## src/rtl/usb_ep_ctrl_pkg.sv

```systemverilog
// Purpose: Shared constants for the USB endpoint control register bank.
// Assumes: Classic Wishbone slave with 32-bit data, one register per word.
// Notes:   All offsets are byte addresses.
package usb_ep_ctrl_pkg;

    localparam logic [7:0] OFS_REQ_FLAGS  = 8'h00;
    localparam logic [7:0] OFS_CLK_CTRL   = 8'h04;
    localparam logic [7:0] OFS_ADDR_WAKE  = 8'h08;
    localparam logic [7:0] OFS_HALT_BITS  = 8'h0C;
    localparam logic [7:0] OFS_IRQ_STATUS = 8'h10;
    localparam logic [7:0] OFS_IRQ_MASK   = 8'h14;
    localparam logic [7:0] OFS_CORE_CTRL  = 8'h18;

    localparam int NUM_EP = 4;

    localparam int CLK_SEL_LSB     = 0;
    localparam int CLK_USB_CLOCK_ENABLE_BIT = 3;
    localparam int CLK_SUSP_BIT    = 4;
    localparam int CLK_PLLSRC_BIT  = 5;
    localparam int CLK_XTAL_BIT    = 6;
    localparam int CLK_DPRES_BIT   = 7;

    localparam int CORE_INTEN_BIT  = 0;
    localparam int CORE_STKFULL_BIT = 1;

    localparam logic [7:0] RST_REQ_FLAGS = 8'h00;
    localparam logic [7:0] RST_CLK_CTRL  = 8'h00;
    localparam logic [7:0] RST_ADDR_WAKE = 8'h00;
    localparam logic [7:0] RST_HALT_BITS = 8'h00;
    localparam logic [3:0] RST_IRQ_MASK  = 4'h0;

    localparam logic [2:0] SEL_LAST_EP = 3'h3;

endpackage : usb_ep_ctrl_pkg

```

## src/rtl/ep_flag_cell.sv

```systemverilog
// Purpose: One sticky endpoint event flag with software clear.
// Assumes: Set and clear are single-cycle strobes on i_clock.
// Notes:   A set in the same cycle as a clear wins.
`timescale 1ns/1ps
module ep_flag_cell
(
    // Clock and reset
    input  wire logic i_clock,
    input  wire logic i_sys_rst,
    // Control
    input  wire logic i_set,
    input  wire logic i_clr,
    // State
    output logic      o_flag
);

    logic flag_q;
    logic flag_d;

    assign flag_d = i_set | (flag_q & ~i_clr);

    always_ff @(posedge i_clock)
    begin
        if (i_sys_rst)
            flag_q <= 1'b0;
        else
            flag_q <= flag_d;
    end

    assign o_flag = flag_q;

endmodule // ep_flag_cell

```

## src/rtl/usb_endpoint_control_regs.sv

```systemverilog
// Purpose: Endpoint control/status register bank for a full-speed USB function.
// Assumes: Classic Wishbone slave, single clock, synchronous active-high reset.
// Notes on behaviour
// - Engine access to endpoint n sets flag n.
// - Flag interrupts only if enabled and stack not full.
// - Flags stay set until software writes zero.
// - Upper four bits of flags, halts read zero.
// - Three-bit select picks endpoint FIFO zero to three.
// - Unimplemented endpoint selection gives no FIFO access.
// - Clock enable bit runs or stops USB clock.
// - Clock source bit picks oscillator or PLL clock.
// - Resistor connect bit drives D+ pull, resets off.
// - Address register resets to zero.
// - Bit zero wakeup enable, bits one-seven address.
// - Bus reset clears all halt bits.
// - Setup token clears endpoint zero halt bit.
// Notes: Event status reads clear; a set in the read cycle survives.
`timescale 1ns/1ps
module usb_endpoint_control_regs
(
    // Clock and reset
    input  wire logic        i_clock,
    input  wire logic        i_sys_rst,
    // Wishbone slave
    input  wire logic        i_wb_cyc,
    input  wire logic        i_wb_stb,
    input  wire logic        i_wb_we,
    input  wire logic [7:0]  i_wb_adr,
    input  wire logic [3:0]  i_wb_sel,
    input  wire logic [31:0] i_wb_dat,
    output logic      [31:0] o_wb_dat,
    output logic             o_wb_ack,
    // Serial interface engine events
    input  wire logic [3:0]  i_ep_access,
    input  wire logic        i_bus_reset,
    input  wire logic        i_setup_token,
    // Endpoint FIFO request from the core
    input  wire logic        i_fifo_req,
    // Control outputs
    output logic      [3:0]  o_fifo_ep_onehot,
    output logic             o_usb_clock_enable,
    output logic             o_suspend_power_save,
    output logic             o_pll_clock_source_select,
    output logic             o_crystal_freq_select,
    output logic             o_dplus_resistor_connect,
    output logic             o_remote_wakeup_enable,
    output logic      [6:0]  o_device_address_field,
    output logic      [3:0]  o_endpoint_halt_bits,
    // Interrupts
    output logic             o_usb_irq,
    output logic             o_irq
);

    logic [7:0]  clk_ctrl_q;
    logic [7:0]  addr_wake_q;
    logic [3:0]  halt_q;
    logic [3:0]  halt_d;
    logic [3:0]  irq_mask_q;
    logic [3:0]  irq_stat_q;
    logic [3:0]  irq_stat_d;
    logic [1:0]  core_ctrl_q;
    logic [3:0]  fifo_q;
    logic [3:0]  fifo_d;
    logic        usb_irq_q;
    logic        irq_q;
    logic        ack_q;
    logic [31:0] dat_q;
    logic [3:0]  req_flags;

    wire         wb_req     = i_wb_cyc & i_wb_stb & ~ack_q;
    wire         wb_wr      = wb_req & i_wb_we & i_wb_sel[0];
    wire         wb_rd      = wb_req & ~i_wb_we;
    wire         hit_flags  = (i_wb_adr == usb_ep_ctrl_pkg::OFS_REQ_FLAGS);
    wire         hit_clk    = (i_wb_adr == usb_ep_ctrl_pkg::OFS_CLK_CTRL);
    wire         hit_addr   = (i_wb_adr == usb_ep_ctrl_pkg::OFS_ADDR_WAKE);
    wire         hit_halt   = (i_wb_adr == usb_ep_ctrl_pkg::OFS_HALT_BITS);
    wire         hit_stat   = (i_wb_adr == usb_ep_ctrl_pkg::OFS_IRQ_STATUS);
    wire         hit_mask   = (i_wb_adr == usb_ep_ctrl_pkg::OFS_IRQ_MASK);
    wire         hit_core   = (i_wb_adr == usb_ep_ctrl_pkg::OFS_CORE_CTRL);
    wire [7:0]   wr_byte    = i_wb_dat[7:0];
    wire         flag_wr    = wb_wr & hit_flags;
    wire [2:0]   ep_sel     = clk_ctrl_q[usb_ep_ctrl_pkg::CLK_SEL_LSB +: 3];
    wire         sel_valid  = (ep_sel <= usb_ep_ctrl_pkg::SEL_LAST_EP);
    wire         int_enable = core_ctrl_q[usb_ep_ctrl_pkg::CORE_INTEN_BIT];
    wire         stack_full = core_ctrl_q[usb_ep_ctrl_pkg::CORE_STKFULL_BIT];

    // Only written zeros clear a flag; ones leave it alone.
    genvar g;
    generate
        for (g = 0; g < usb_ep_ctrl_pkg::NUM_EP; g++)
        begin : g_flag
            ep_flag_cell u_flag
            (
                .i_clock   (i_clock),
                .i_sys_rst (i_sys_rst),
                .i_set     (i_ep_access[g]),
                .i_clr     (flag_wr & ~wr_byte[g]),
                .o_flag    (req_flags[g])
            );
        end
    endgenerate

    // Halt bits: software writes, bus reset or setup token clear.
    always_comb
    begin
        halt_d = halt_q;
        if (wb_wr && hit_halt)
            halt_d = wr_byte[3:0];
        if (i_setup_token)
            halt_d[0] = 1'b0;
        if (i_bus_reset)
            halt_d = 4'h0;
    end

    // Sticky event status cleared by reading it; new events win.
    assign irq_stat_d = ((wb_rd && hit_stat) ? 4'h0 : irq_stat_q) | i_ep_access;

    // FIFO path is steered only for an endpoint that exists.
    always_comb
    begin
        fifo_d = 4'h0;
        if (i_fifo_req && sel_valid)
            fifo_d[ep_sel[1:0]] = 1'b1;
    end

    always_ff @(posedge i_clock)
    begin
        if (i_sys_rst)
        begin
            clk_ctrl_q  <= usb_ep_ctrl_pkg::RST_CLK_CTRL;
            addr_wake_q <= usb_ep_ctrl_pkg::RST_ADDR_WAKE;
            halt_q      <= usb_ep_ctrl_pkg::RST_HALT_BITS[3:0];
            irq_mask_q  <= usb_ep_ctrl_pkg::RST_IRQ_MASK;
            irq_stat_q  <= 4'h0;
            core_ctrl_q <= 2'h0;
            fifo_q      <= 4'h0;
            usb_irq_q   <= 1'b0;
            irq_q       <= 1'b0;
        end
        else
        begin
            if (wb_wr && hit_clk)
                clk_ctrl_q <= wr_byte;
            if (wb_wr && hit_addr)
                addr_wake_q <= wr_byte;
            if (wb_wr && hit_mask)
                irq_mask_q <= wr_byte[3:0];
            if (wb_wr && hit_core)
                core_ctrl_q <= wr_byte[1:0];
            halt_q     <= halt_d;
            irq_stat_q <= irq_stat_d;
            fifo_q     <= fifo_d;
            usb_irq_q  <= (|req_flags) & int_enable & ~stack_full;
            irq_q      <= |(irq_stat_q & irq_mask_q);
        end
    end

    // Read mux; unused upper bits are zero-extended.
    logic [31:0] rd_mux;

    always_comb
    begin
        rd_mux = 32'h0;
        if (hit_flags)
            rd_mux = {28'h0, req_flags};
        else if (hit_clk)
            rd_mux = {24'h0, clk_ctrl_q};
        else if (hit_addr)
            rd_mux = {24'h0, addr_wake_q};
        else if (hit_halt)
            rd_mux = {28'h0, halt_q};
        else if (hit_stat)
            rd_mux = {28'h0, irq_stat_q};
        else if (hit_mask)
            rd_mux = {28'h0, irq_mask_q};
        else if (hit_core)
            rd_mux = {30'h0, core_ctrl_q};
    end

    // One wait state: ack one cycle after the strobe, then dropped.
    always_ff @(posedge i_clock)
    begin
        if (i_sys_rst)
        begin
            ack_q <= 1'b0;
            dat_q <= 32'h0;
        end
        else
        begin
            ack_q <= wb_req;
            if (wb_rd)
                dat_q <= rd_mux;
        end
    end

    assign o_wb_ack                  = ack_q;
    assign o_wb_dat                  = dat_q;
    assign o_fifo_ep_onehot          = fifo_q;
    assign o_usb_clock_enable        = clk_ctrl_q[usb_ep_ctrl_pkg::CLK_USB_CLOCK_ENABLE_BIT];
    assign o_suspend_power_save      = clk_ctrl_q[usb_ep_ctrl_pkg::CLK_SUSP_BIT];
    assign o_pll_clock_source_select = clk_ctrl_q[usb_ep_ctrl_pkg::CLK_PLLSRC_BIT];
    assign o_crystal_freq_select     = clk_ctrl_q[usb_ep_ctrl_pkg::CLK_XTAL_BIT];
    assign o_dplus_resistor_connect  = clk_ctrl_q[usb_ep_ctrl_pkg::CLK_DPRES_BIT];
    assign o_remote_wakeup_enable    = addr_wake_q[0];
    assign o_device_address_field    = addr_wake_q[7:1];
    assign o_endpoint_halt_bits      = halt_q;
    assign o_usb_irq                 = usb_irq_q;
    assign o_irq                     = irq_q;

    chk_flag_set_hold: assert property (@(posedge i_clock) disable iff (i_sys_rst)
        i_ep_access[0] |=> req_flags[0])
        else $error("Endpoint zero flag not set after access.");

    chk_flag_sticky: assert property (@(posedge i_clock) disable iff (i_sys_rst)
        (req_flags[1] && !flag_wr) |=> req_flags[1])
        else $error("Endpoint one flag dropped without a write.");

    chk_set_beats_clr: assert property (@(posedge i_clock) disable iff (i_sys_rst)
        (flag_wr && !wr_byte[2] && i_ep_access[2]) |=> req_flags[2])
        else $error("Simultaneous set lost to clear.");

    chk_irq_gate: assert property (@(posedge i_clock) disable iff (i_sys_rst)
        $rose(o_usb_irq) |-> $past(int_enable) && !$past(stack_full))
        else $error("USB interrupt raised while gated.");

    chk_halt_bus_rst: assert property (@(posedge i_clock) disable iff (i_sys_rst)
        i_bus_reset |=> (o_endpoint_halt_bits == 4'h0))
        else $error("Halt bits not cleared by bus reset.");

    chk_halt_setup: assert property (@(posedge i_clock) disable iff (i_sys_rst)
        i_setup_token |=> !o_endpoint_halt_bits[0])
        else $error("Endpoint zero halt not cleared by setup token.");

    chk_fifo_sel_bad: assert property (@(posedge i_clock) disable iff (i_sys_rst)
        !sel_valid |=> (o_fifo_ep_onehot == 4'h0))
        else $error("FIFO steered for absent endpoint.");

    chk_upper_zero: assert property (@(posedge i_clock) disable iff (i_sys_rst)
        (o_wb_ack && $past(hit_flags || hit_halt)) |-> (o_wb_dat[31:4] == 28'h0))
        else $error("Unused flag or halt bits read non-zero.");

    // The checks below, chk_fifo_onehot aside, watch the outputs one cycle after the cause.
    // Every output is registered, so each check but chk_fifo_onehot looks one edge later.
    // Reset checks run without the disable so that they see the release.
    // Register writes are judged against the byte that was taken.

    // An endpoint one access must raise its own flag.
    chk_flag_one_set: assert property (@(posedge i_clock) disable iff (i_sys_rst)
        i_ep_access[1] |=> req_flags[1])
        else $error("Endpoint one flag not set after access.");

    // Endpoint two flag follows its access line.
    chk_flag_two_set: assert property (@(posedge i_clock) disable iff (i_sys_rst)
        i_ep_access[2] |=> req_flags[2])
        else $error("Endpoint two flag not set after access.");

    // Endpoint three flag follows its access line.
    chk_flag_three_set: assert property (@(posedge i_clock) disable iff (i_sys_rst)
        i_ep_access[3] |=> req_flags[3])
        else $error("Endpoint three flag not set after access.");

    // A written zero with no new access must clear the flag.
    chk_flag_zero_clr: assert property (@(posedge i_clock) disable iff (i_sys_rst)
        (flag_wr && !wr_byte[0] && !i_ep_access[0]) |=> !req_flags[0])
        else $error("Endpoint zero flag not cleared by write.");

    // The same holds for the highest endpoint.
    chk_flag_three_clr: assert property (@(posedge i_clock) disable iff (i_sys_rst)
        (flag_wr && !wr_byte[3] && !i_ep_access[3]) |=> !req_flags[3])
        else $error("Endpoint three flag not cleared by write.");

    // A pending flag with the gate open must interrupt.
    chk_irq_follow: assert property (@(posedge i_clock) disable iff (i_sys_rst)
        ((|req_flags) && int_enable && !stack_full) |=> o_usb_irq)
        else $error("USB interrupt missing with gate open.");

    // A full stack holds the interrupt back.
    chk_irq_stack: assert property (@(posedge i_clock) disable iff (i_sys_rst)
        stack_full |=> !o_usb_irq)
        else $error("USB interrupt raised with stack full.");

    // A disabled interrupt stays quiet.
    chk_irq_disabled: assert property (@(posedge i_clock) disable iff (i_sys_rst)
        !int_enable |=> !o_usb_irq)
        else $error("USB interrupt raised while disabled.");

    // A valid selection steers exactly the named endpoint.
    chk_fifo_sel_good: assert property (@(posedge i_clock) disable iff (i_sys_rst)
        (i_fifo_req && sel_valid) |=> (o_fifo_ep_onehot == (4'h1 << $past(ep_sel[1:0]))))
        else $error("FIFO steered to the wrong endpoint.");

    // Never more than one FIFO at a time.
    chk_fifo_onehot: assert property (@(posedge i_clock) disable iff (i_sys_rst)
        $onehot0(o_fifo_ep_onehot))
        else $error("More than one FIFO selected.");

    // The clock enable output takes the written bit.
    chk_clock_enable: assert property (@(posedge i_clock) disable iff (i_sys_rst)
        (wb_wr && hit_clk) |=>
        (o_usb_clock_enable == $past(wr_byte[usb_ep_ctrl_pkg::CLK_USB_CLOCK_ENABLE_BIT])))
        else $error("USB clock enable does not follow write.");

    // The clock source output takes the written bit.
    chk_pll_source: assert property (@(posedge i_clock) disable iff (i_sys_rst)
        (wb_wr && hit_clk) |=>
        (o_pll_clock_source_select == $past(wr_byte[usb_ep_ctrl_pkg::CLK_PLLSRC_BIT])))
        else $error("Clock source does not follow write.");

    // The resistor connect output takes the written bit.
    chk_dplus_write: assert property (@(posedge i_clock) disable iff (i_sys_rst)
        (wb_wr && hit_clk) |=>
        (o_dplus_resistor_connect == $past(wr_byte[usb_ep_ctrl_pkg::CLK_DPRES_BIT])))
        else $error("Resistor connect does not follow write.");

    // The resistor is disconnected right after reset.
    chk_dplus_reset: assert property (@(posedge i_clock)
        $past(i_sys_rst) |-> !o_dplus_resistor_connect)
        else $error("Resistor connected after reset.");

    // Address and wakeup enable are clear right after reset.
    chk_addr_reset: assert property (@(posedge i_clock)
        $past(i_sys_rst) |-> (o_device_address_field == 7'h00 && !o_remote_wakeup_enable))
        else $error("Address register not zero after reset.");

    // The address field takes the upper seven written bits.
    chk_addr_field: assert property (@(posedge i_clock) disable iff (i_sys_rst)
        (wb_wr && hit_addr) |=> (o_device_address_field == $past(wr_byte[7:1])))
        else $error("Device address does not follow write.");

    // The wakeup enable takes written bit zero.
    chk_wakeup_bit: assert property (@(posedge i_clock) disable iff (i_sys_rst)
        (wb_wr && hit_addr) |=> (o_remote_wakeup_enable == $past(wr_byte[0])))
        else $error("Wakeup enable does not follow write.");

    // A halt write with no clearing event lands unchanged.
    chk_halt_write: assert property (@(posedge i_clock) disable iff (i_sys_rst)
        (wb_wr && hit_halt && !i_bus_reset && !i_setup_token) |=>
        (o_endpoint_halt_bits == $past(wr_byte[3:0])))
        else $error("Halt bits do not follow write.");

endmodule // usb_endpoint_control_regs

```

## config.mk

```make
export PLATFORM = sky130hd
export DESIGN_NAME = usb_endpoint_control_regs
export DESIGN_NICKNAME = d
export VERILOG_FILES = /design/src/rtl/usb_ep_ctrl_pkg.sv /design/src/rtl/ep_flag_cell.sv /design/src/rtl/usb_endpoint_control_regs.sv
export SDC_FILE = /design/constraint.sdc
export NUM_CORES = 1
export LEC_CHECK = 0
export BUFFER_PORTS_ARGS = -buffer_cell sky130_fd_sc_hd__buf_4
export CORE_MARGIN = 8
export CORE_UTILIZATION = 45
export DETAILED_ROUTE_END_ITERATION = 10
export GPL_ROUTABILITY_DRIVEN = 0
export PLACE_DENSITY = 0.82
export SLEW_MARGIN = 20
export SYNTH_ARGS = -nofsm -noshare
export SYNTH_HDL_FRONTEND = slang
export SYNTH_SLANG_ARGS = --single-unit
```

## constraint.sdc

```tcl
create_clock -name i_clock -period 3.9 [get_ports i_clock]
set_input_delay 1.17 -clock i_clock [delete_from_list [all_inputs] [get_ports i_clock]]
set_output_delay 1.17 -clock i_clock [all_outputs]
set_load 0.01 [all_outputs]
```

# Yosys cells after proc, flatten, opt, wreduce, memory -nomap -nowiden
# Index checks and enable logic that the tools add are counted.
# op_classes
n_lt_le_gt_ge,3
n_eq_ne,6
mux,10
bitwise_logic,34
reduce_logical,14
# ops
cell,n
equality test 8 x 5 -> 1 bit (second input constant),3
2-to-1 mux 8 bit,3
bitwise AND 1 bit,16
equality test 8 x 4 -> 1 bit (second input constant),2
2-to-1 mux 4 bit,4
NOT 1 bit,12
equality test 8 x 3 -> 1 bit (second input constant),1
logical AND 1 bit,8
zero test 8 bit,1
OR reduction 4 bit,2
bitwise AND 4 bit,1
OR 1 bit,4
OR 4 bit,1
OR reduction 2 bit,2
less-or-equal comparator 3 x 2 -> 1 bit (second input constant),1
less-than comparator 2 x 3 -> 1 bit (second input constant),1
OR reduction 3 bit,1
demux 1 bit (select 2 bit),1
greater-or-equal comparator 2 x 1 -> 1 bit (second input constant),1
2-to-1 mux 2 bit,1
2-to-1 mux 1 bit,1
# totals
register_bits,73
inputBits,56
word_cells,83

# Depth between registers and ports, before layout
# Gate-level depths: netlist of run 1.
# depth
depth_word,9
depth_mapped,7
ltp_nobuf,5

# Hierarchy
# A second synthesis of run 1 with hierarchy kept.
# hier_totals
hier_cells,295
area_unflattened_um2,2427.3
# modules_own_cells
mod,n_inst,cells_per_inst,area_each_um2
usb_endpoint_control_regs,1,279,2272.2
ep_flag_cell,4,4,38.8

# Worst setup path after synthesis of run 1
# Ideal clock, no wire load.
# synth_timing
kind,input to register
from,input port i_wb_adr[5]
to,"register halt_q[0], in the netlist o_endpoint_halt_bits[0]"
setup_time_ns,0.130
arrival_ns,2.535
t_required_ns,3.770
setup_slack_ns,1.234
path_stages,7
cell_sequence,or3_1 buf_6 nor4_4 and3_1 buf_6 mux2i_1 nor4_2
# synth_between
elab_chain_len,2
# synth_rtl
item,line_no,text
from (decl),usb_endpoint_control_regs.sv:28,"input wire logic [7:0] i_wb_adr,"
equality test 8 x 4 -> 1 bit,usb_endpoint_control_regs.sv:76,wire hit_halt = (i_wb_adr == usb_ep_ctrl_pkg::OFS_HALT_BITS);
logical AND 1 bit,usb_endpoint_control_regs.sv:107,if (wb_wr && hit_halt)
to (signal assigned),usb_endpoint_control_regs.sv:132,halt_q <= usb_ep_ctrl_pkg::RST_HALT_BITS[3:0];
to (signal assigned),usb_endpoint_control_regs.sv:150,halt_q <= halt_d;
to (decl),usb_endpoint_control_regs.sv:56,logic [3:0] halt_q;
# No other way between the ends.
# A chain may end at the register's enable or synchronous reset.

# Worst setup path in the final report of run 1
# layout_timing
from,input port i_wb_adr[5]
to,register addr_wake_q[6]
# layout_between
elab_chain_len,2
# layout_rtl
item,line_no,text
equality test 8 x 4 -> 1 bit,usb_endpoint_control_regs.sv:75,wire hit_addr = (i_wb_adr == usb_ep_ctrl_pkg::OFS_ADDR_WAKE);
logical AND 1 bit,usb_endpoint_control_regs.sv:144,if (wb_wr && hit_addr)
to (signal assigned),usb_endpoint_control_regs.sv:131,addr_wake_q <= usb_ep_ctrl_pkg::RST_ADDR_WAKE;
to (signal assigned),usb_endpoint_control_regs.sv:145,addr_wake_q <= wr_byte;
to (decl),usb_endpoint_control_regs.sv:55,logic [7:0] addr_wake_q;
# No other way between the ends.

==> results of run 1 <==
[worst min path at each step]
| stage | end | slack [ns] | cells past startpoint |
|---|---|---|---|
| after CTS | o_wb_dat[1] | 0.48 | 2 |
| after floorplan | o_usb_irq | 0.42 | 1 |
| after global placement | o_wb_dat[1] | 0.46 | 2 |
| final | o_wb_dat[1] | 0.48 | 2 |
| after detailed placement | o_wb_dat[1] | 0.47 | 2 |
| after global routing | o_wb_dat[1] | 0.50 | 2 |
[cells in the mapped netlist (4+ instances only)]
master	n
nor2b_1	4
nor3_1	7
nand2_1	10
nand3_1	5
a22oi_1	6
a21oi_1	14
a22o_1	5
o21ai_0	8
inv_1	7
buf_4	24
dfxtp_1	49
mux2i_1	28
clkbuf_1	9
nor2_1	41
[cell families (layout without fill, tap and decap cells)]
family	count (synthesis)	after routing	synth area share [%]
and+or+nand+nor	90	90	19.9
AOI/OAI and AO/OA	49	49	13.9
DFF	49	49	41.8
buffers and inverters	48	75	12.3
muxes	28	28	11.9
other	1	24	0.160
[critical path, delay by kind of cell]
kind	cells	cell delay, ns
and+or+nand+nor	4	1.45
buffers and inverters	1	0.10
muxes	1	0.32
[stage by stage]
stage                     utilization (%)  power, mW
final                                56.0       1.02
after global routing                 56.0       1.06
after detailed placement             53.4      0.614
after CTS                            56.0       1.02
after floorplan                         -      0.593
after global placement               53.4      0.613
[cells in the final DEF (no fill, tap or decap), drive strengths merged, types with 2 or more instances in the layout]
cell,instances
buf,60
nand2,10
conb,24
a31oi,3
a21oi,14
a22o,5
nand3b,2
and3,3
nand3,6
a211oi,2
dfxtp,49
o21ai,8
bufinv,2
nor2,41
nor3,8
nor2b,4
clkbuf,5
nor4,4
nand2b,3
inv,7
or3,2
a22oi,6
o32ai,2
mux2i,28
nor3b,2
or2,2
[metal layers]
layer  vias up  track usage [%]  part of all wire, %
met3        15             4.55                   11
met1       950             19.6                   41
met4         0             5.68                  1.6
met5         -                0                    0
li1        970                -                    -
met2       120             24.6                   46
[cell type report]
class,count,area [um^2]
inverters,7,26.3
flip-flops and latches,49,981
multi-input cells,191,1160
clock inverters,3,65.1
clock buffers,5,68.8
well taps,70,87.6
repair buffers,60,450
fillers,483,2230
[power groups by stage]
stage | clock [mW] | combinational [mW] | sequential, mW
2_1_floorplan | 0 | 0.0695 | 0.524
3_3_place_gp | 0 | 0.0885 | 0.525
3_5_place_dp | 0 | 0.0895 | 0.525
4_1_cts | 0.422 | 0.0899 | 0.513
5_1_grt | 0.448 | 0.0998 | 0.514
6_report | 0.418 | 0.0919 | 0.514
[registers in the layout, summed over array words and instances (netlist names)]
register,flops
addr_wake_q,8
clk_ctrl_q,8
core_ctrl_q,2
g_flag.u_flag.o_flag,4
irq_mask_q,4
irq_stat_q,4
o_endpoint_halt_bits,4
o_fifo_ep_onehot,4
o_irq,1
o_usb_irq,1
o_wb_ack,1
o_wb_dat,8
==> results by group, run 1 <==
Status
  – Status: finished clean

Power
  – Switching pwr: 227 uW
  – VDD IR-drop max: 0.157 mV
  – Combinational share of power: 9.0%
  – Reg power frac: 50.2%
  – P per Cell Area: 360 mW/mm^2
  – Switching Fraction: 22.2%
  – Clock Power Share: 40.8%
  – Int Pwr: 796 uW
  – Static leakage: 1.32 nW

Placed design
  – Placed Area: 0.00271 mm^2
  – Pre-CTS WS: 0.716 ns
  – Cells after DPL: 377
  – HPWL Detailed: 4.71 mm
  – PortBufs: 60

Floorplanning
  – Starting density of the core: 46.3%
  – Site row count: 26
  – Die height: 88.2 um
  – CORE AREA: 0.00507 mm^2
  – I/O pin cnt: 112
  – Die W: 88.2 um
  – Die ar.: 0.00779 mm^2

Setup path
  – WS Path Type: primary input to flop
  – Worst R2R Path Depth: 5
  – End point of the critical path: addr_wake_q[6]
  – Crit-path max cell delay: 0.51 ns
  – Worst setup EP type: flop
  – Arr. time, crit path: 3.05 ns
  – R2R setup slack: 2.00 ns
  – Crit-path max FO: 8
  – Worst EP required: 4.08 ns
  – CP startpoint: i_wb_adr[5]
  – R2R Path End: irq_stat_q[0]
  – CP cell instances: buf_4 > or3_1 > nor4_4 > nand3b_1 > mux2i_1 > nor2_1
  – Critical R2R Launch: o_wb_ack
  – Crit path max-delay cell type: or3_1
  – CP startpoint kind: primary input

Route
  – Routed Antenna Nets: 0
  – DRT Pass-1 Iters: 5
  – Routed via count: 2,055
  – DRT iter0 DRCs: 170
  – Drt drc: 0
  – Post-Route WL: 6.17 mm
  – Avg WL per Cell: 16.0 um
  – Vias per cell: 5.34

Clocking
  – Clock root buffer master: clkbuf_8
  – CTS tree: yes
  – CTS buffer count: 5
  – Post-CTS Setup Bufs: 0
  – H-Tree Depth: 2
  – Clk slew on worst S/H paths: 0.09 ns
  – # resized after CTS: 0
  – Post-CTS Hold Buffers: 0
  – Clock Sinks: 49
  – Clk Latency, worst-skew pair: 0.30 ns
  – Max clock buf depth: 2

Timing
  – Setup TNS: 0 ns
  – Min Tclk post-route: 2.86 ns
  – Final worst slack: 1.04 ns
  – WHS: 0.480 ns
  – Final hold violation count: 0
  – Worst slew pin tran: 0.599 ns
  – RSZ-0062 raised after global routing: false
  – Max Freq: 349 MHz
  – Slew HR: 60.0%
  – Final period utilization: 73.4%
  – Max-slew violations: 0
  – Setup Skew: 0.00938 ns
  – # setup viols final: 0

Layout
  – Final non-filler cell area: 0.00284 mm^2
  – NumNets Final: 370
  – Antenna cells: 0
  – Non-filler cells, final: 385
  – Area grow syn2layout: 21.1%
  – Share of layout cells above drive strength 1: 23.8%

Synthesis
  – Mapped Avg Cell Area: 8.86 um^2
  – Synthesized flop and latch total: 49
  – Ys async rst share: 0%
  – Area contributors post-synth: dfxtp_1 42%, mux2i_1 12%, buf_4 7.7%
  – Library cells used by synthesis: 44
  – Seq/Total Area, Yosys: 41.8%
  – Area leader, netlist: dfxtp_1
  – EDFF count, synth: 0
  – Post-Syn Area: 0.00235 mm^2
  – Area share of the largest cell type after synthesis: 41.8%
  – Synth warn: 0
  – Gate Count Post-Synth: 265
  – Post-synth top flop: dfxtp_1

GRT
  – GRT overflow: 0
  – Initial antenna violation count: 0
  – Gr usage total: 15.6%
  – Vias in the first global route: 1,914
  – First-pass GRT wire length: 9.55 mm
  – Largest net degree at the start of global routing: 48

Worst hold path
  – HP Class: flop to flop
  – Hold Path Origin: o_wb_dat[1]

Flow run
  – Max Cap Viol: 0
No activity file was read; power rests on OpenSTA's default activity.
==> run 2, diff against run 1 <==
CORE_UTILIZATION = 42   (was 45)
PLACE_DENSITY = 0.8   (was 0.82)
clock period = 2.5 ns   (was 3.9 ns; I/O delays follow)
==> run 2 against run 1 <==
Net effect:
- utilization fell by 2.7 points
- worst setup slack got worse by 0.77 ns
- via count fell by 2.0%
- first-iteration DRC count rose by 17%
- worst hold slack got worse by 0.0037 ns
- clock skew fell by 0.00088 ns
- flip-flop and latch count did not move
- combinational power rose by 62%
- clock power rose by 40%
- non-clock buffer count rose by 9
- largest power group unchanged
==> results by group, run 2 (synthesized netlist as in run 1, its figures left out) <==
Setup path
  – CP cell instances: buf_4 > or3_1 > buf_4 > nor4_2 > nand2_1 > o21ai_0 > a21oi_1
  – Buf/Inv on CP: 2
  – R2R setup slack: 0.72 ns
  – Crit-path max cell delay: 0.43 ns
  – Worst setup EP type: flop
  – CP startpoint kind: primary input
  – Arr. time, crit path: 2.40 ns
  – Delay-heaviest family, CP: simple AND/OR/NAND/NOR gates
  – Crit-path max FO: 6
  – Crit path max-delay cell type: or3_1
  – WS Path Type: primary input to flop
  – Worst EP required: 2.67 ns
  – Most common cell on crit path: buf_4

Route
  – Avg WL per Cell: 15.7 um
  – Drt drc: 0
  – Routed via count: 2,013
  – Vias per cell: 5.08
  – Routed Antenna Nets: 0
  – DRT iter0 DRCs: 199
  – Post-Route WL: 6.22 mm
  – DRT Pass-1 Iters: 4

Layout
  – Register area: 981 um^2
  – Area of the multi-input gates: 0.00116 mm^2
  – NumNets Final: 379
  – Non-filler cells, final: 396
  – Area grow syn2layout: 23.5%
  – Antenna cells: 0
  – Most common cell after layout, fill and taps aside: buf_4
  – Share of layout cells above drive strength 1: 25.9%
  – Most frequent cells in the layout: 69 x buf_4, 49 x dfxtp_1, 41 x nor2_1
  – Layout fillers: 512

Placed design
  – PortBufs: 60
  – Cells after DPL: 388
  – Pre-CTS WS: -0.0423 ns
  – HPWL Detailed: 4.71 mm

Clocking
  – Clock root buffer master: clkbuf_8
  – Clock Sinks: 49
  – CTS buffer count: 5
  – Post-CTS Setup Bufs: 0
  – Clk slew on worst S/H paths: 0.09 ns
  – H-Tree Depth: 2
  – Max clock buf depth: 2
  – CTS tree: yes
  – # resized after CTS: 0
  – Clk Latency, worst-skew pair: 0.30 ns
  – Post-CTS Hold Buffers: 0

Timing
  – Final period utilization: 89.5%
  – Max-slew violations: 0
  – Final worst slack: 0.262 ns
  – Setup Skew: 0.00850 ns
  – WHS: 0.477 ns
  – Max Freq: 447 MHz
  – Min Tclk post-route: 2.24 ns
  – Final hold violation count: 0
  – RSZ-0062 raised after global routing: false
  – # setup viols final: 0

Floorplanning
  – Die W: 90.8 um
  – Die height: 90.8 um
  – Site row count: 27
  – Starting density of the core: 43.2%
  – Die ar.: 0.00824 mm^2
  – CORE AREA: 0.00544 mm^2
  – I/O pin cnt: 112

GRT
  – Largest net degree at the start of global routing: 48
  – Vias in the first global route: 1,980
  – GRT overflow: 0
  – First-pass GRT wire length: 10.1 mm
  – Initial antenna violation count: 0
  – Gr usage total: 14.7%

Status
  – Status: finished clean

Flow run
  – Max Cap Viol: 0

Power
  – Static leakage: 1.35 nW
  – VDD IR-drop max: 0.270 mV
  – P per Cell Area: 530 mW/mm^2
  – Tot Pwr: 1.54 mW

Worst hold path
  – HP Class: flop to flop
-- run 2: cell types whose count changed in the layout (fill, tap and decap cells not counted), sizes merged --
cell,delta
clkinvlp,+1
clkinv,-1
bufinv,-1
clkbuf,+1
buf,+9
-- run 2: final cells by class --
type / instances / share of cell area (%)
Clock inverter: 2 / 1.29
Timing Repair Buffer: 69 / 17.9
Multi-Input combinational cell: 191 / 40.2
Clock buffer: 6 / 2.85
Inverter: 7 / 0.906
Sequential cell: 49 / 33.8
Tap cell: 72 / 3.11
-- run 2: tightest hold or removal path, delay by kind of cell, from the launching register on --
family | cells | cell delay [ns]
DFF | 1 | 0.32
AOI/OAI and AO/OA | 1 | 0.06
and+or+nand+nor | 1 | 0.05
-- run 2: where the power goes --
group | internal, mW | total (mW) | switching [mW]
logic | 0.0568 | 0.149 | 0.0918
clock network | 0.325 | 0.586 | 0.261
registers | 0.791 | 0.801 | 0.00955
total | 1.17 | 1.54 | 0.363
-- run 2: through the flow --
step | utilization, % | instance area (um^2) | setup TNS (ns)
2_1_floorplan | - | 2430 | 0
3_3_place_gp | 51.1 | 2780 | 0
3_5_place_dp | 51.1 | 2780 | -0.0478
4_1_cts | 53.3 | 2900 | 0
5_1_grt | 53.3 | 2900 | 0
6_report | 53.3 | 2900 | 0
-- run 2: routing by layer --
metal	up-vias	track usage, %	part of all wire, %
met3	7	5.15	8.5
met5	-	0	0
met4	0	5.32	1.4
li1	991	-	-
met1	933	19.0	45
met2	82	22.0	45
-- run 2: path summary, 6_finish.rpt --
| kind | start | endpoint | cells past startpoint |
|---|---|---|---|
| worst max-delay path | i_wb_adr[5] | g_flag[2].u_flag.o_flag | 7 |
| worst min-delay path | o_wb_dat[1] | o_wb_dat[1] | 2 |
| worst max register to register | o_wb_ack | o_endpoint_halt_bits[0] | 5 |
| worst min register to register | o_wb_dat[1] | o_wb_dat[1] | 2 |
==> run 3, diff against run 2 <==
--- a/config.mk
+++ b/config.mk
@@ -12,4 +12,5 @@
 export GPL_ROUTABILITY_DRIVEN = 0
 export PLACE_DENSITY = 0.8
+export RECOVER_POWER = 50
 export SLEW_MARGIN = 20
 export SYNTH_ARGS = -nofsm -noshare
==> constraint.sdc (replaced) <==
create_clock -name i_clock -period 2.5 [get_ports i_clock]
set_input_delay 0.125 -clock i_clock [delete_from_list [all_inputs] [get_ports i_clock]]
set_output_delay 0.125 -clock i_clock [all_outputs]
set_load 0.01 [all_outputs]
==> run 3 against run 2 <==
Net effect:
- fmax grew 31%
- count of clock-buffer cells in the layout is 1 higher
- final cell count is 1.8% lower
- sequential share of layout area up 2.5 points
- register-to-register slack improved by 0.07 ns
- die area unchanged
- first-iteration DRC count fell by 14%
- highest routed layer unchanged
- non-clock buffer count is 6 lower
- combinational power is 3% lower
- largest cell class unchanged
==> results by group, run 3 (synthesized netlist as in run 1, its figures left out) <==
Setup path
  – Crit path max-delay cell type: nor4_4
  – CP startpoint kind: flop
  – Worst R2R Path Depth: 5
  – Worst setup EP type: flop
  – R2R setup slack: 0.79 ns
  – Crit-path max FO: 4
  – Worst EP required: 2.68 ns
  – Crit-path max cell delay: 0.37 ns
  – WS Path Type: flop to flop
  – Critical R2R Launch: o_wb_ack
  – CP cell instances: nand3b_1 > nor4_4 > and3_1 > mux2i_1 > nor4_2
  – R2R Path End: o_endpoint_halt_bits[0]
  – Arr. time, crit path: 1.89 ns

Timing
  – RSZ-0062 raised after global routing: false
  – Setup Skew: 0.00162 ns
  – # setup viols final: 0
  – Final period utilization: 68.5%
  – Max Freq: 584 MHz
  – Setup TNS: 0 ns
  – Worst slew pin tran: 0.610 ns
  – Max-slew violations: 0
  – Slew HR: 59.2%
  – Min Tclk post-route: 1.71 ns
  – Final hold violation count: 0

Layout
  – Area grow syn2layout: 14.9%
  – Most frequent cells in the layout: 49 x dfxtp_1, 41 x nor2_1, 33 x clkbuf_1
  – NumNets Final: 373
  – Most common cell after layout, fill and taps aside: dfxtp_1
  – Share of layout cells above drive strength 1: 13.2%
  – Antenna cells: 0
  – Layout fillers: 543

GRT
  – First-pass GRT wire length: 10.2 mm
  – Initial antenna violation count: 0
  – Largest net degree at the start of global routing: 48
  – GRT overflow: 0
  – Gr usage total: 15.0%
  – Vias in the first global route: 1,975

Clocking
  – Clock root buffer master: clkbuf_8
  – Clock Sinks: 49
  – # resized after CTS: 0
  – Max clock buf depth: 2
  – Clk Latency, worst-skew pair: 0.30 ns
  – H-Tree Depth: 2
  – Clk slew on worst S/H paths: 0.08 ns
  – CTS buffer count: 5
  – CTS tree: yes

Placed design
  – HPWL Detailed: 4.75 mm
  – PortBufs: 60

Route
  – Vias per cell: 5.32
  – DRT iter0 DRCs: 171
  – Routed Antenna Nets: 0
  – Drt drc: 0
  – Avg WL per Cell: 16.3 um
  – DRT Pass-1 Iters: 5
  – Routed via count: 2,068
  – Post-Route WL: 6.35 mm

Floorplanning
  – CORE AREA: 0.00544 mm^2
  – Die height: 90.8 um
  – Die W: 90.8 um
  – Die ar.: 0.00824 mm^2
  – Starting density of the core: 43.2%
  – Site row count: 27
  – I/O pin cnt: 112

Worst hold path
  – WHS Endpoint: o_endpoint_halt_bits[0]
  – Hold depth: 2
  – HP Class: primary input to flop
  – Hold Path Origin: i_bus_reset

Power
  – VDD IR-drop max: 0.264 mV
  – Tot Pwr: 1.41 mW
  – Static leakage: 1.17 nW
  – P per Cell Area: 522 mW/mm^2

Status
  – Status: finished clean

Flow run
  – Max Cap Viol: 0
run 3: metal layers:
metal  track usage, %  wire length, um  up-vias
li1                 -                -      982
met1             18.4             2670      954
met2             24.0             2900      110
met3             4.82              642       22
met4             5.59              135        0
met5                0                0        -
run 3: layout make-up:
cell class | instances | area, um^2 | area share (%)
clock buffers | 7 | 86.3 | 3.20
flip-flops and latches | 49 | 981 | 36.3
inverters | 7 | 26.3 | 0.974
repair buffers | 63 | 355 | 13.2
well taps | 72 | 90.1 | 3.34
multi-input cells | 191 | 1160 | 43.0
run 3: power by group:
part,internal (mW),switching [mW]
registers,0.791,0.00959
logic,0.0529,0.0912
clock network,0.220,0.243
run 3: through the flow:
step           util (%)  cell area [um^2]  setup WS [ns]  instances  hold slack (ns)
2_1_floorplan         -              2430          0.879        288            0.195
3_5_place_dp       50.1              2730          0.549        381            0.294
6_report           49.6              2700          0.788        389          0.00912
5_1_grt            49.6              2700          0.657        389          0.00392
4_1_cts            51.9              2820          0.788        389          0.00243
3_3_place_gp       50.1              2730          0.563        381            0.292
run 3: worst max-delay path, delay by kind of cell (launching register included):
kind             cells  cell delay (ns)
AND/OR/NAND/NOR      4             1.03
multiplexers         1             0.24
flip-flops           1             0.32
run 3: worst max-delay path by stage:
stage	startpoint	endpoint	slack, ns
6_report	o_wb_ack	o_endpoint_halt_bits[0]	0.79
5_1_grt	o_wb_ack	irq_mask_q[0]	0.66
4_1_cts	o_wb_ack	o_endpoint_halt_bits[0]	0.79
3_5_place_dp	i_wb_adr[5]	clk_ctrl_q[0]	0.55
3_3_place_gp	i_wb_adr[5]	o_endpoint_halt_bits[0]	0.56
2_1_floorplan	i_wb_adr[5]	o_endpoint_halt_bits[0]	0.88
run 3: repair_timing:
action,CTS,global route
hold buffers,1,0
setup buffers,0,0
hold endpoints to repair,1,0
